`config.mk`:
```
export PLATFORM = sky130hd
export DESIGN_NAME = nv_control_top
export DESIGN_NICKNAME = d
export VERILOG_FILES = /design/src/pkg/nv_control_pkg.sv /design/src/pkg/nv_link_if.sv /design/src/hdl/nv_control_top.sv /design/src/hdl/nv_engine.sv
export VERILOG_INCLUDE_DIRS = /design/src /design/src/pkg
export SDC_FILE = /design/constraint.sdc
export NUM_CORES = 1
export LEC_CHECK = 0
export BUFFER_PORTS_ARGS = -buffer_cell sky130_fd_sc_hd__buf_2
export CELL_PAD_IN_SITES_DETAIL_PLACEMENT = 0
export CELL_PAD_IN_SITES_GLOBAL_PLACEMENT = 1
export CORE_UTILIZATION = 47
export DETAILED_ROUTE_END_ITERATION = 10
export PLACE_DENSITY = 0.8
export RECOVER_POWER = 50
export SYNTH_ARGS = -nofsm -noshare
export SYNTH_HDL_FRONTEND = slang
export SYNTH_HIERARCHICAL = 1
export SYNTH_SLANG_ARGS = --single-unit
```
`constraint.sdc`:
```
create_clock -name clock_i -period 3.3 [get_ports clock_i]
set_input_delay 0.825 -clock clock_i [delete_from_list [all_inputs] [get_ports clock_i]]
set_output_delay 0.825 -clock clock_i [all_outputs]
set_load 0.1 [all_outputs]
```
`src/pkg/nv_control_regs.svh`:
```
// register offsets, field positions, reset values and timing counts
`ifndef NV_CONTROL_REGS_SVH
`define NV_CONTROL_REGS_SVH
`define NV_REG_COUNTER 8'h30
`define NV_REG_CONTROL 8'h31
`define NV_REG_START 8'h33
`define NV_REG_DATA 8'h34
`define NV_REG_UNLOCK 8'h38
`define NV_CTL_SAVE 6
`define NV_CTL_CRCERR 5
`define NV_CTL_AUTOCRC 4
`define NV_CTL_LOAD 3
`define NV_CTL_BUSY 2
`define NV_CTL_ERASE 1
`define NV_CTL_PROG 0
`define NV_AUTOCRC_RESET 1'b1
`define NV_START_RESET 7'h00
`define NV_UNLOCK_KEY 8'hBE
`define NV_COUNT_MAX 8'hFF
`define NV_CRC_POLY 8'h07
`define NV_LAST_INDEX 5'h1F
`define NV_CLOCK_HZ 20000000
`define NV_ERASE_TIME_MS 115
`define NV_PROG_TIME_MS 115
`define NV_ERASE_CYCLES ((`NV_CLOCK_HZ / 1000) * `NV_ERASE_TIME_MS)
`define NV_PROG_CYCLES ((`NV_CLOCK_HZ / 1000) * `NV_PROG_TIME_MS)
`endif

```
`src/pkg/nv_control_pkg.sv`:
```
// types shared by the control front end and the memory engine
`default_nettype none
package nv_control_pkg;
  typedef enum logic [2:0] {
    ST_IDLE = 3'h0, ST_ERASE = 3'h1, ST_PROG = 3'h3, ST_WAIT = 3'h2,
    ST_LOAD = 3'h4, ST_SAVE = 3'h6
  } nv_state_type;
  typedef enum logic [2:0] {
    I_IDLE = 3'h0, I_ADDR = 3'h1, I_ACK = 3'h3, I_WRITE = 3'h2,
    I_READ = 3'h6, I_MACK = 3'h7
  } i2c_state_type;
endpackage : nv_control_pkg
`default_nettype wire

```
`src/pkg/nv_link_if.sv`:
```
// link between the register front end and the memory engine
`timescale 1ns/10ps
`default_nettype none
interface nv_link_if;
  logic load_req;
  logic save_req;
  logic erase_go;
  logic prog_go;
  logic auto_crc;
  logic [4:0] rd_addr;
  logic [7:0] rd_data;
  logic busy;
  logic loading;
  logic idle;
  logic crc_error;
  logic load_done;
  logic save_done;
  logic [7:0] cycle_count;
  logic [4:0] cfg_addr;
  logic [7:0] cfg_data;
  logic cfg_we;
  logic [7:0] cfg_rdata;
  modport ctrl (output load_req, save_req, erase_go, prog_go, auto_crc, rd_addr, cfg_rdata,
    input rd_data, busy, loading, idle, crc_error, load_done, save_done, cycle_count,
    cfg_addr, cfg_data, cfg_we);
  modport engine (input load_req, save_req, erase_go, prog_go, auto_crc, rd_addr, cfg_rdata,
    output rd_data, busy, loading, idle, crc_error, load_done, save_done, cycle_count,
    cfg_addr, cfg_data, cfg_we);
endinterface : nv_link_if
`default_nettype wire

```
`src/hdl/nv_control_top.sv`:
```
// two-wire register front end for the nonvolatile configuration memory
`include "nv_control_regs.svh"
`timescale 1ns/10ps
`default_nettype none
module nv_control_top import nv_control_pkg::*; #(
  parameter logic [6:0] DEV_ADDR = 7'h5A,
  parameter int ERASE_CYCLES = `NV_ERASE_CYCLES,
  parameter int PROG_CYCLES = `NV_PROG_CYCLES
) (
  input wire logic clock_i,
  input wire logic resetn_i,
  input wire logic scl_i,
  input wire logic sda_i,
  output logic sda_o,
  output logic sda_oe_o,
  output logic [4:0] cfg_addr_o,
  output logic [7:0] cfg_data_o,
  output logic cfg_we_o,
  input wire logic [7:0] cfg_rdata_i
);
  nv_link_if link ();

  logic [2:0] scl_sync;
  logic [2:0] sda_sync;
  logic scl_q;
  logic sda_q;
  logic scl_d;
  logic sda_d;
  i2c_state_type ist;
  logic [2:0] bitcnt;
  logic got_byte;
  logic [7:0] shreg;
  logic [7:0] txreg;
  logic rw;
  logic first_wr;
  logic mack_ok;
  logic sda_oe;
  logic [7:0] ptr;
  logic lock;
  logic [4:0] rd_ptr;
  logic txn_unlock;
  logic key_armed;
  logic save_bit;
  logic load_bit;
  logic auto_crc;
  logic [6:0] start_addr;
  logic [7:0] unlock_key;

  logic scl_rise;
  logic scl_fall;
  logic start_det;
  logic stop_det;
  logic byte_ev;
  logic addr_ok;
  logic ptr_ev;
  logic wr_ev;
  logic fetch_ev;
  logic hit_ctrl;
  logic hit_start;
  logic hit_data;
  logic hit_unlock;
  logic hit_count;
  logic ctrl_wr;
  logic key_ok;
  logic [4:0] fetch_addr;
  logic [7:0] next_ptr;
  logic [7:0] ctrl_value;
  logic [7:0] data_value;
  logic [7:0] rd_value;

  nv_engine #(
    .ERASE_CYCLES(ERASE_CYCLES),
    .PROG_CYCLES(PROG_CYCLES)
  ) u_engine (
    .clock_i(clock_i),
    .resetn_i(resetn_i),
    .link(link)
  );

  // pin synchronisers; a level is taken once the second and third stages agree
  always_ff @(posedge clock_i) begin
    if (!resetn_i) begin
      scl_sync <= 3'h7;
      sda_sync <= 3'h7;
      scl_q <= 1'b1;
      sda_q <= 1'b1;
      scl_d <= 1'b1;
      sda_d <= 1'b1;
    end else begin
      scl_sync <= {scl_sync[1:0], scl_i};
      sda_sync <= {sda_sync[1:0], sda_i};
      scl_q <= (scl_sync[1] == scl_sync[2]) ? scl_sync[2] : scl_q;
      sda_q <= (sda_sync[1] == sda_sync[2]) ? sda_sync[2] : sda_q;
      scl_d <= scl_q;
      sda_d <= sda_q;
    end
  end

  // bus events
  assign scl_rise = scl_q && !scl_d;
  assign scl_fall = !scl_q && scl_d;
  assign start_det = scl_q && scl_d && sda_d && !sda_q;
  assign stop_det = scl_q && scl_d && !sda_d && sda_q;
  assign byte_ev = scl_fall && got_byte;
  // refuse a read address while loading
  assign addr_ok = shreg[7:1] == DEV_ADDR && !(shreg[0] && link.loading);
  assign ptr_ev = byte_ev && ist == I_WRITE && first_wr;
  assign wr_ev = byte_ev && ist == I_WRITE && !first_wr;
  assign fetch_ev = scl_fall && ((ist == I_ACK && rw) || (ist == I_MACK && mack_ok));

  // register decode
  assign hit_ctrl = ptr == `NV_REG_CONTROL;
  assign hit_start = ptr == `NV_REG_START;
  assign hit_data = ptr == `NV_REG_DATA;
  assign hit_unlock = ptr == `NV_REG_UNLOCK;
  assign hit_count = ptr == `NV_REG_COUNTER;
  assign ctrl_wr = wr_ev && hit_ctrl;
  assign key_ok = key_armed && link.idle;
  assign link.erase_go = ctrl_wr && shreg[`NV_CTL_ERASE] && key_ok;
  assign link.prog_go = ctrl_wr && shreg[`NV_CTL_PROG] && key_ok;

  // low five start bits address the array
  assign fetch_addr = lock ? rd_ptr + 5'h01 : start_addr[4:0];
  // pointer held on the data register
  assign next_ptr = hit_data ? ptr : ptr + 8'h01;
  assign link.rd_addr = fetch_addr;

  // read mux; busy makes the data register read zero
  assign ctrl_value = {1'b0, save_bit, link.crc_error, auto_crc, load_bit, link.busy, 2'h0};
  assign data_value = link.busy ? 8'h00 : link.rd_data;
  assign rd_value = hit_ctrl ? ctrl_value :
                    hit_start ? {1'b0, start_addr} :
                    hit_data ? data_value :
                    hit_unlock ? unlock_key :
                    hit_count ? link.cycle_count : 8'h00;

  // engine requests and live register path
  assign link.save_req = save_bit;
  assign link.load_req = load_bit;
  assign link.auto_crc = auto_crc;
  assign link.cfg_rdata = cfg_rdata_i;
  assign cfg_addr_o = link.cfg_addr;
  assign cfg_data_o = link.cfg_data;
  assign cfg_we_o = link.cfg_we;
  assign sda_oe_o = sda_oe;

  // sda only ever pulls low, so the data output is a constant-low flop
  always_ff @(posedge clock_i) begin
    sda_o <= 1'b0;
  end

  // bit engine: sample on scl rise, change sda on scl fall
  always_ff @(posedge clock_i) begin
    if (!resetn_i) begin
      ist <= I_IDLE;
      bitcnt <= 3'h0;
      got_byte <= 1'b0;
      shreg <= 8'h00;
      txreg <= 8'h00;
      rw <= 1'b0;
      first_wr <= 1'b0;
      mack_ok <= 1'b0;
      sda_oe <= 1'b0;
    end else if (start_det) begin
      ist <= I_ADDR;
      bitcnt <= 3'h0;
      got_byte <= 1'b0;
      first_wr <= 1'b1;
      sda_oe <= 1'b0;
    end else if (stop_det) begin
      ist <= I_IDLE;
      sda_oe <= 1'b0;
    end else if (scl_rise) begin
      case (ist)
        I_ADDR, I_WRITE, I_READ: begin
          shreg <= {shreg[6:0], sda_q};
          bitcnt <= bitcnt + 3'h1;
          got_byte <= bitcnt == 3'h7;
        end
        I_MACK: begin
          mack_ok <= !sda_q;
          ist <= sda_q ? I_IDLE : I_MACK;
        end
        default: begin
        end
      endcase
    end else if (scl_fall) begin
      case (ist)
        I_ADDR: begin
          if (got_byte) begin
            got_byte <= 1'b0;
            ist <= addr_ok ? I_ACK : I_IDLE;
            sda_oe <= addr_ok;
            rw <= shreg[0];
          end
        end
        I_WRITE: begin
          if (got_byte) begin
            got_byte <= 1'b0;
            first_wr <= 1'b0;
            ist <= I_ACK;
            sda_oe <= 1'b1;
          end
        end
        I_ACK, I_MACK: begin
          bitcnt <= 3'h0;
          if (rw) begin
            ist <= I_READ;
            txreg <= rd_value;
            sda_oe <= !rd_value[7];
          end else begin
            ist <= I_WRITE;
            sda_oe <= 1'b0;
          end
        end
        I_READ: begin
          if (got_byte) begin
            got_byte <= 1'b0;
            sda_oe <= 1'b0;
            ist <= I_MACK;
          end else begin
            txreg <= {txreg[6:0], 1'b0};
            sda_oe <= !txreg[6];
          end
        end
        default: begin
        end
      endcase
    end
  end

  // pointer, data lock and unlock tracking; stop ends the transaction
  always_ff @(posedge clock_i) begin
    if (!resetn_i) begin
      ptr <= 8'h00;
      lock <= 1'b0;
      rd_ptr <= 5'h00;
      txn_unlock <= 1'b0;
      key_armed <= 1'b0;
    end else if (stop_det) begin
      lock <= 1'b0;
      key_armed <= txn_unlock;
      txn_unlock <= 1'b0;
    end else begin
      if (ptr_ev) begin
        ptr <= shreg;
      end
      if (wr_ev || fetch_ev) begin
        ptr <= next_ptr;
      end
      if (wr_ev && hit_unlock && shreg == `NV_UNLOCK_KEY) begin
        txn_unlock <= 1'b1;
      end
      // later reads take the next one
      if (fetch_ev && hit_data) begin
        lock <= 1'b1;
        rd_ptr <= fetch_addr;
      end
    end
  end

  // software-visible bits; the erase and program bits are never stored
  always_ff @(posedge clock_i) begin
    if (!resetn_i) begin
      save_bit <= 1'b0;
      load_bit <= 1'b0;
      auto_crc <= `NV_AUTOCRC_RESET;
      start_addr <= `NV_START_RESET;
      unlock_key <= 8'h00;
    end else begin
      save_bit <= (ctrl_wr && shreg[`NV_CTL_SAVE]) || (save_bit && !link.save_done);
      load_bit <= (ctrl_wr && shreg[`NV_CTL_LOAD]) || (load_bit && !link.load_done);
      auto_crc <= ctrl_wr ? shreg[`NV_CTL_AUTOCRC] : auto_crc;
      start_addr <= (wr_ev && hit_start) ? shreg[6:0] : start_addr;
      unlock_key <= (wr_ev && hit_unlock) ? shreg : unlock_key;
    end
  end
endmodule : nv_control_top
`default_nettype wire

```
`src/hdl/nv_engine.sv`:
```
// memory engine: nonvolatile array, shadow sram, load/save/erase/program sequencing
`include "nv_control_regs.svh"
`timescale 1ns/10ps
`default_nettype none
module nv_engine import nv_control_pkg::*; #(
  parameter int ERASE_CYCLES = `NV_ERASE_CYCLES,
  parameter int PROG_CYCLES = `NV_PROG_CYCLES
) (
  input wire logic clock_i,
  input wire logic resetn_i,
  nv_link_if.engine link
);
  // blank at power-up, as after an erase; otherwise the boot load would copy unknown bytes
  logic [7:0] nv_mem [0:31] = '{default: 8'h00};
  logic [7:0] sram [0:31];
  nv_state_type state;
  logic [4:0] idx;
  logic [7:0] crc;
  logic [31:0] timer;
  logic prog_after;
  logic [7:0] load_byte;
  logic [7:0] prog_word;
  logic last;
  logic erase_start;

  function automatic logic [7:0] crc8(input logic [7:0] c, input logic [7:0] d);
    logic [7:0] r;
    r = c ^ d;
    for (int i = 0; i < 8; i++) begin
      r = r[7] ? ((r << 1) ^ `NV_CRC_POLY) : (r << 1);
    end
    return r;
  endfunction : crc8

  // status and reads; done strobes are combinational so the request bit clears as we go idle
  assign last = idx == `NV_LAST_INDEX;
  assign load_byte = nv_mem[idx];
  assign prog_word = (last && link.auto_crc) ? crc : sram[idx];
  assign link.rd_data = nv_mem[link.rd_addr];
  assign link.busy = state == ST_ERASE || state == ST_PROG || state == ST_WAIT;
  assign link.loading = state == ST_LOAD;
  assign link.idle = state == ST_IDLE;
  assign link.load_done = state == ST_LOAD && last;
  assign link.save_done = state == ST_SAVE && link.cfg_addr == `NV_LAST_INDEX - 5'h01;
  assign erase_start = link.idle && link.erase_go;

  // array writes; no reset, the array keeps its bytes across a reset
  always_ff @(posedge clock_i) begin
    if (state == ST_LOAD) begin
      sram[idx] <= load_byte;
    end
    if (state == ST_SAVE) begin
      sram[link.cfg_addr] <= link.cfg_rdata;
    end
    if (state == ST_PROG) begin
      nv_mem[idx] <= prog_word;
    end
    if (erase_start) begin
      for (int i = 0; i < 32; i++) begin
        nv_mem[i] <= 8'h00;
      end
    end
  end

  // sequencer; a load runs straight out of reset
  always_ff @(posedge clock_i) begin
    if (!resetn_i) begin
      state <= ST_LOAD;
      idx <= 5'h00;
      crc <= 8'h00;
      timer <= 32'h0000_0000;
      prog_after <= 1'b0;
      link.crc_error <= 1'b0;
      link.cycle_count <= 8'h00;
      link.cfg_addr <= 5'h00;
      link.cfg_data <= 8'h00;
      link.cfg_we <= 1'b0;
    end else begin
      link.cfg_we <= 1'b0;
      case (state)
        ST_IDLE: begin
          idx <= 5'h00;
          crc <= 8'h00;
          link.cfg_addr <= 5'h00;
          if (link.erase_go) begin
            state <= ST_ERASE;
            timer <= 32'(ERASE_CYCLES - 1);
            prog_after <= link.prog_go;
          end else if (link.prog_go) begin
            state <= ST_PROG;
          end else if (link.load_req) begin
            state <= ST_LOAD;
          end else if (link.save_req) begin
            state <= ST_SAVE;
          end
        end
        ST_LOAD: begin
          link.cfg_addr <= idx;
          link.cfg_data <= load_byte;
          link.cfg_we <= !last;
          idx <= idx + 5'h01;
          crc <= crc8(crc, load_byte);
          if (last) begin
            link.crc_error <= load_byte != crc;
            state <= ST_IDLE;
          end
        end
        ST_SAVE: begin
          link.cfg_addr <= link.cfg_addr + 5'h01;
          if (link.save_done) begin
            state <= ST_IDLE;
          end
        end
        ST_PROG: begin
          idx <= idx + 5'h01;
          crc <= crc8(crc, prog_word);
          if (last) begin
            state <= ST_WAIT;
            timer <= 32'(PROG_CYCLES - 1);
          end
        end
        default: begin
          if (timer != 32'h0000_0000) begin
            timer <= timer - 32'h0000_0001;
          end else if (state == ST_ERASE && prog_after) begin
            state <= ST_PROG;
            prog_after <= 1'b0;
          end else begin
            state <= ST_IDLE;
            if (link.cycle_count != `NV_COUNT_MAX) begin
              link.cycle_count <= link.cycle_count + 8'h01;
            end
          end
        end
      endcase
    end
  end
endmodule : nv_engine
`default_nettype wire

```
Yosys cells after proc, flatten, opt, wreduce, memory -nomap -nowiden
Memory sizes are Yosys's and may differ from the RTL's. A register that Yosys moved wholly into a read port is not among the register bits. Index checks and enable logic that the tools add are counted.

Bits in registers: 142. Word-level logic and storage cells: 319. ROM bits: 0. Input port bits: 12. Output and inout port bits: 16. Memories kept: 2. Bits in latches: 0. RAM bits: 512.

Divide/modulo/power cells: 0. Equal/unequal tests: 48. Add/sub/neg operators: 7. Bitwise operators: 27. $mul: 0. Muxes and demuxes: 100. Shift operators: 0. Reductions and logical operators: 99. $lt $le $gt $ge: 0.

Memory list: u_engine.nv_mem (words 32, width 8, read ports 2, clocked after memory_dff 1, write ports 32, line nv_engine.sv:14) `logic [7:0] nv_mem [0:31] = '{default: 8'h00};`; u_engine.sram (words 32, width 8, read ports 1, clocked after memory_dff 1, write ports 1, line nv_engine.sv:15) `logic [7:0] sram [0:31];`.

Operators with widths (count): 3-bit 2-to-1 mux (36); 32-bit 2-to-1 mux (3); 8-bit 2-to-1 mux (12); 32-bit one-hot mux with 3 select lines (1); 3-bit NOT (16); 8-bit by 6-bit == test with 1-bit output (second input constant) (5); 1-bit logical AND (35); 5-bit 2-to-1 mux (7); 32-bit nonzero test (1); 32-bit by 1-bit subtractor with 32-bit output (second input constant) (1); 1-bit 2-to-1 mux (29); 4-bit AND reduction (7); 3-bit one-hot mux with 4 select lines (2); 8-bit one-hot mux with 3 select lines (1); 2-bit != test (second input constant) (10); 6-bit AND reduction (3); 2-bit nonzero test (9); 8-bit by 1-bit adder with 8-bit output (second input constant) (2); 8-bit OR reduction (2); 8-bit bitwise XOR (2); 5-bit by 1-bit adder with 5-bit output (second input constant) (3); 3-bit == test (second input constant) (5); 5-bit != test (second input constant) (3); 5-bit one-hot mux with 3 select lines (1); 35 further kinds (85).

Logic depth before layout (Yosys ltp)
Depth in word-level cells: 21. Depth in mapped cells: 16. Depth with buffers taken out: 14.

Hierarchy
Netlist, hierarchy kept.

Modules (own cells, without submodules): nv_engine (sequential area each 14353.8 µm², cells each 2433, instances 1, area an instance 27605.2 µm²); nv_control_top (sequential area each 1401.3 µm², cells each 463, instances 1, area an instance 3906.2 µm²).

Worst setup path before layout
OpenSTA, ideal clock, no wires.

Kind: flip-flop to flip-flop. Start: reg lock. End: reg txreg[1]. Required time: 3167 ps. Period minus slack after synthesis: 3637 ps. Buffers on the path: 3. Cell stages (with the launch flop): 12. Path slack: -337 ps. Library setup time: 133 ps. Arrival: 3504 ps. Cell sequence: dfxtp_1 clkbuf_1 mux2i_1 clkbuf_1 buf_1 mux4_2 mux4_2 mux2_2 inv_1 nor2_1 o311ai_0 a31oi_1.

Cells in the longest elaborated chain, start to end: 8.

RTL lines: start: declaration (line nv_control_top.sv:39) `logic lock;`; start signal: assignment (line nv_control_top.sv:236) `lock <= 1'b0;`; start signal: assignment (line nv_control_top.sv:241) `lock <= 1'b0;`; start signal: assignment (line nv_control_top.sv:256) `lock <= 1'b1;`; 5-bit 2-to-1 mux (line nv_control_top.sv:123) `assign fetch_addr = lock ? rd_ptr + 5'h01 : start_addr[4:0];`; via fetch_addr[0] (line nv_control_top.sv:65) `logic [4:0] fetch_addr;`; memory read 32 x 8 bit; via link.rd_data[1] (line nv_link_if.sv:11) `logic [7:0] rd_data;`; 8-bit 2-to-1 mux (line nv_control_top.sv:130) `assign data_value = link.busy ? 8'h00 : link.rd_data;`; 8-bit 2-to-1 mux (line nv_control_top.sv:133) `hit_data ? data_value :`; 8-bit 2-to-1 mux (line nv_control_top.sv:132) `hit_start ? {1'b0, start_addr} :`; 8-bit 2-to-1 mux (line nv_control_top.sv:131) `assign rd_value = hit_ctrl ? ctrl_value :`; 7-bit 2-to-1 mux (line nv_control_top.sv:207) `if (rw) begin`; 7-bit one-hot mux with 2 select lines (line nv_control_top.sv:188) `case (ist)`; end signal: assignment (line nv_control_top.sv:209) `txreg <= rd_value;`; end signal: assignment (line nv_control_top.sv:222) `txreg <= {txreg[6:0], 1'b0};`; end: declaration (line nv_control_top.sv:33) `logic [7:0] txreg;`.

The timed path passes the listed nets, and every way through them passes these cells. The select of a mux whose other input is x is not followed. A chain may end at the register's enable or synchronous reset.

==> impl_results.md <==
- Post-synthesis cell count: 2896
- Post-synth top area share: 0.256
- GRT Util Overall: 0.285
- Critical Path Start Type: flip-flop
- Wire per inst: 24.9 µm
- Final wirelength: 97500 µm
- CTS sink count: 659
- Register area share after synthesis: 0.500
- CTS Buf Count: 71
- Slew headroom: 0.0930
- Distinct cells, synth: 98
- Core area: 0.0661 mm²
- DR iter-0 viols: 3334
- Failing checks: DRC
- Die area: 0.0681 mm²
- CP required: 3.79 ns
- Hold_buf cts: 0
- Share of post-route cells with drive strength above 1: 0.182
- Post-Syn Nets: 2930
- Reg2reg path depth: 10
- Reg2reg setup slack: 0.09 ns
- Syn_area_per_cell: 10.9 µm²
- Synthesis warning total: 6
- Io pins: 28
- Clock Latency Late Sink: 0.65 ns
- Final core area utilization: 0.545
- Synth-to-layout area growth: 14.2%
- Clock buffer depth: 3
- RSZ-0062 raised after global routing: no
- Root Driver: clkbuf_16
- Total global routing overflow: 0
- Hold Crit Depth: 2
- Yosys top cell by area: dfxtp_1
- Maxcap violations: 0
- Top Family by Delay on Critical Path: multiplexers
- Pins over their slew limit: 0
- Fillers: 5658
- Final hold vios: 0
- EDFF count, synth: 256
- Static leakage power: 12.5 nW
- Fmax: 312 MHz
- Die Wd: 261 µm
- Endpoint class of the critical path: flip-flop
- Routed vias: 24.6k
- Flops & latches, synth: 659
- Worst-path clk slew: 0.06 ns
- Cell mode on critical path: mux4_2
- Worst Tran Pin Value: 1.35 ns
- DRC viols: 1
- TritonCTS clock tree: yes
- Antenna Nets Post-Route: 0
- Initial Util: 0.477
- Critical path class: reg -> reg
- Ys flop type: dfxtp_1
- Synth area leaders: dfxtp_1 (26%), edfxtp_1 (24%), mux4_2 (13%), nor2_1 (5.0%), mux2i_1 (4.2%)
- Post-layout nets: 3031
- Final Skew: 0.0471 ns
- Reg-to-Reg End: u_engine/crc[5]
- First-pass detailed-route iteration total: 9
- Arr. time, crit path: 3.69 ns
- Syn Std Cell Area: 0.0315 mm²
- Ant. Diodes: 0
- H-Tree Level Count: 3
- Vias in the first global route: 23.3k
- Worst stage delay on the critical path: 0.53 ns
- Hold EP: sda_sync[0]
- Rows: 94
- IO buf count: 26
- Fin crit share: 0.972
- Setup TNS Final: 0 ns
- Worst hold path class: in -> reg
- HP Start: sda_i
- Worst path slowest cell: mux4_2
- CP Max Fanout: 12
- Largest net degree at the start of global routing: 81
- Ys async rst share: 0
- Critical path, cell by cell: buf_6, mux4_2, mux4_2, mux2i_2, buf_4, xor2_2, ha_1, xnor2_1, a222oi_1, nor2_1
- Critical path buffers and inverters: 2
- Final min period: 3.21 ns
- Placer's final routability congestion estimate: 0.962
- Status: complete, but fails checks
- Final setup viols: 0
- Vias per std cell: 6.28
- Most numerous cell in the Yosys netlist: nor2_1
- Die Height: 261 µm
- Power per cell area: 656 mW/mm²
- Dpl hpwl: 68900 µm
- Peak supply drop: 0.567 mV
- Initial antenna violation count: 0
- First-pass GRT wire length: 146000 µm
- Post-synth top cells: nor2_1 (417), dfxtp_1 (403), nand2_1 (347)
cell families after synthesis:
group | count (synthesis) | share of synthesized area
fa+ha+maj | 22 | 0.00874
buf+inv | 232 | 0.0336
compound gates | 530 | 0.107
other cells | 1 | 0.000119
simple gates | 1053 | 0.151
xor+xnor | 59 | 0.0186
flops | 659 | 0.500
mux | 340 | 0.181
power by group:
group          total, mW  internal (mW)  switching (mW)  leakage, nW
Clock               8.22           4.81            3.41         1.17
Combinational       6.32           2.41            3.91         5.67
Sequential          9.07           8.85           0.217         5.63
Total               23.6           16.1            7.53         12.5
metal layers:
| metal | up-vias | global-route usage | part of all wire |
|---|---|---|---|
| met2 | 1346 | 0.439 | 0.45 |
| met5 | - | 0 | 0 |
| met4 | 0 | 0.107 | 0.036 |
| met3 | 217 | 0.0568 | 0.10 |
| li1 | 10855 | - | - |
| met1 | 12179 | 0.397 | 0.41 |
what timing repair did:
action                     4_1_cts  5_1_grt
setup endpoints to repair        0       15
buffers inserted                 0        6
resized for setup                0       10
how the worst max path moves through the flow:
stage,from,to,slack [ns],cells after the start
finish,flip-flop,u_engine/crc[5],0.09,10
global route,flip-flop,u_engine/crc[5],0.01,10
CTS,flip-flop,u_engine/crc[5],0.04,10
detailed placement,flip-flop,u_engine/crc[5],0.05,10
global placement,flip-flop,u_engine/crc[5],0.06,10
floorplan,ist[2],u_engine/timer[9],0.05,15
registers in the layout (all words and copies together) (netlist names), 5 cells and up, named ones only:
register                   count
u_engine/sram                256
rd_ptr                         5
ptr                            8
u_engine/nv_mem              256
shreg                          8
u_engine/link.cfg_addr         5
unlock_key                     8
u_engine/link.cfg_data         8
u_engine/crc                   8
u_engine/link.cycle_count      8
txreg                          7
u_engine/idx                   5
start_addr                     7
u_engine/timer                32
area by class of cell:
class | instances | area, µm² | share of cell area
clock buffers | 95 | 1980 | 0.0550
clock inverters | 35 | 414 | 0.0115
inverters | 33 | 124 | 0.00344
multi-input cells | 2005 | 14800 | 0.410
flip-flops and latches | 659 | 15800 | 0.438
well taps | 864 | 1080 | 0.0300
repair buffers | 227 | 1860 | 0.0517
stage by stage:
step / hold slack [ns] / total power, mW / cell area, µm² / instances / setup slack (ns)
after global placement: 0.389 / 15.3 / 33600 / 3780 / 0.0612
after floorplan: 0.386 / 13.1 / 31500 / 2896 / 0.0540
after detailed placement: 0.396 / 15.4 / 33600 / 3780 / 0.0519
after CTS: 0.356 / 23.6 / 36000 / 3910 / 0.0411
after global routing: 0.371 / 24.3 / 36000 / 3918 / 0.0142
final: 0.381 / 23.6 / 36000 / 3918 / 0.0939
cell usage in the layout, fill, tap and decap left out, types with 32 or more instances in the layout:
cell type / netlist / routed
dfxtp_1: 403 / 398
edfxtp_1: 256 / 256
a22oi_1: 41 / 40
nand3_1: 70 / 70
mux4_2: 181 / 181
a211oi_1: 71 / 71
a21oi_1: 247 / 242
inv_1: 31 / 32
clkbuf_1: 135 / 54
clkbuf_16: 0 / 75
nand2_1: 347 / 347
o21ai_0: 37 / 37
nor3_1: 37 / 36
buf_4: 12 / 139
nor2_1: 417 / 417
mux2i_1: 133 / 132
worst register-to-register path: stages, from the launching register on:
cell      delay, ns
dfxtp_4        0.45
buf_6          0.23
mux4_2         0.54
mux4_2         0.49
mux2i_2        0.21
buf_4          0.22
xor2_2         0.18
ha_1           0.26
xnor2_1        0.14
a222oi_1       0.28
nor2_1         0.07
Note: power is estimated with default switching activity, not from simulation.
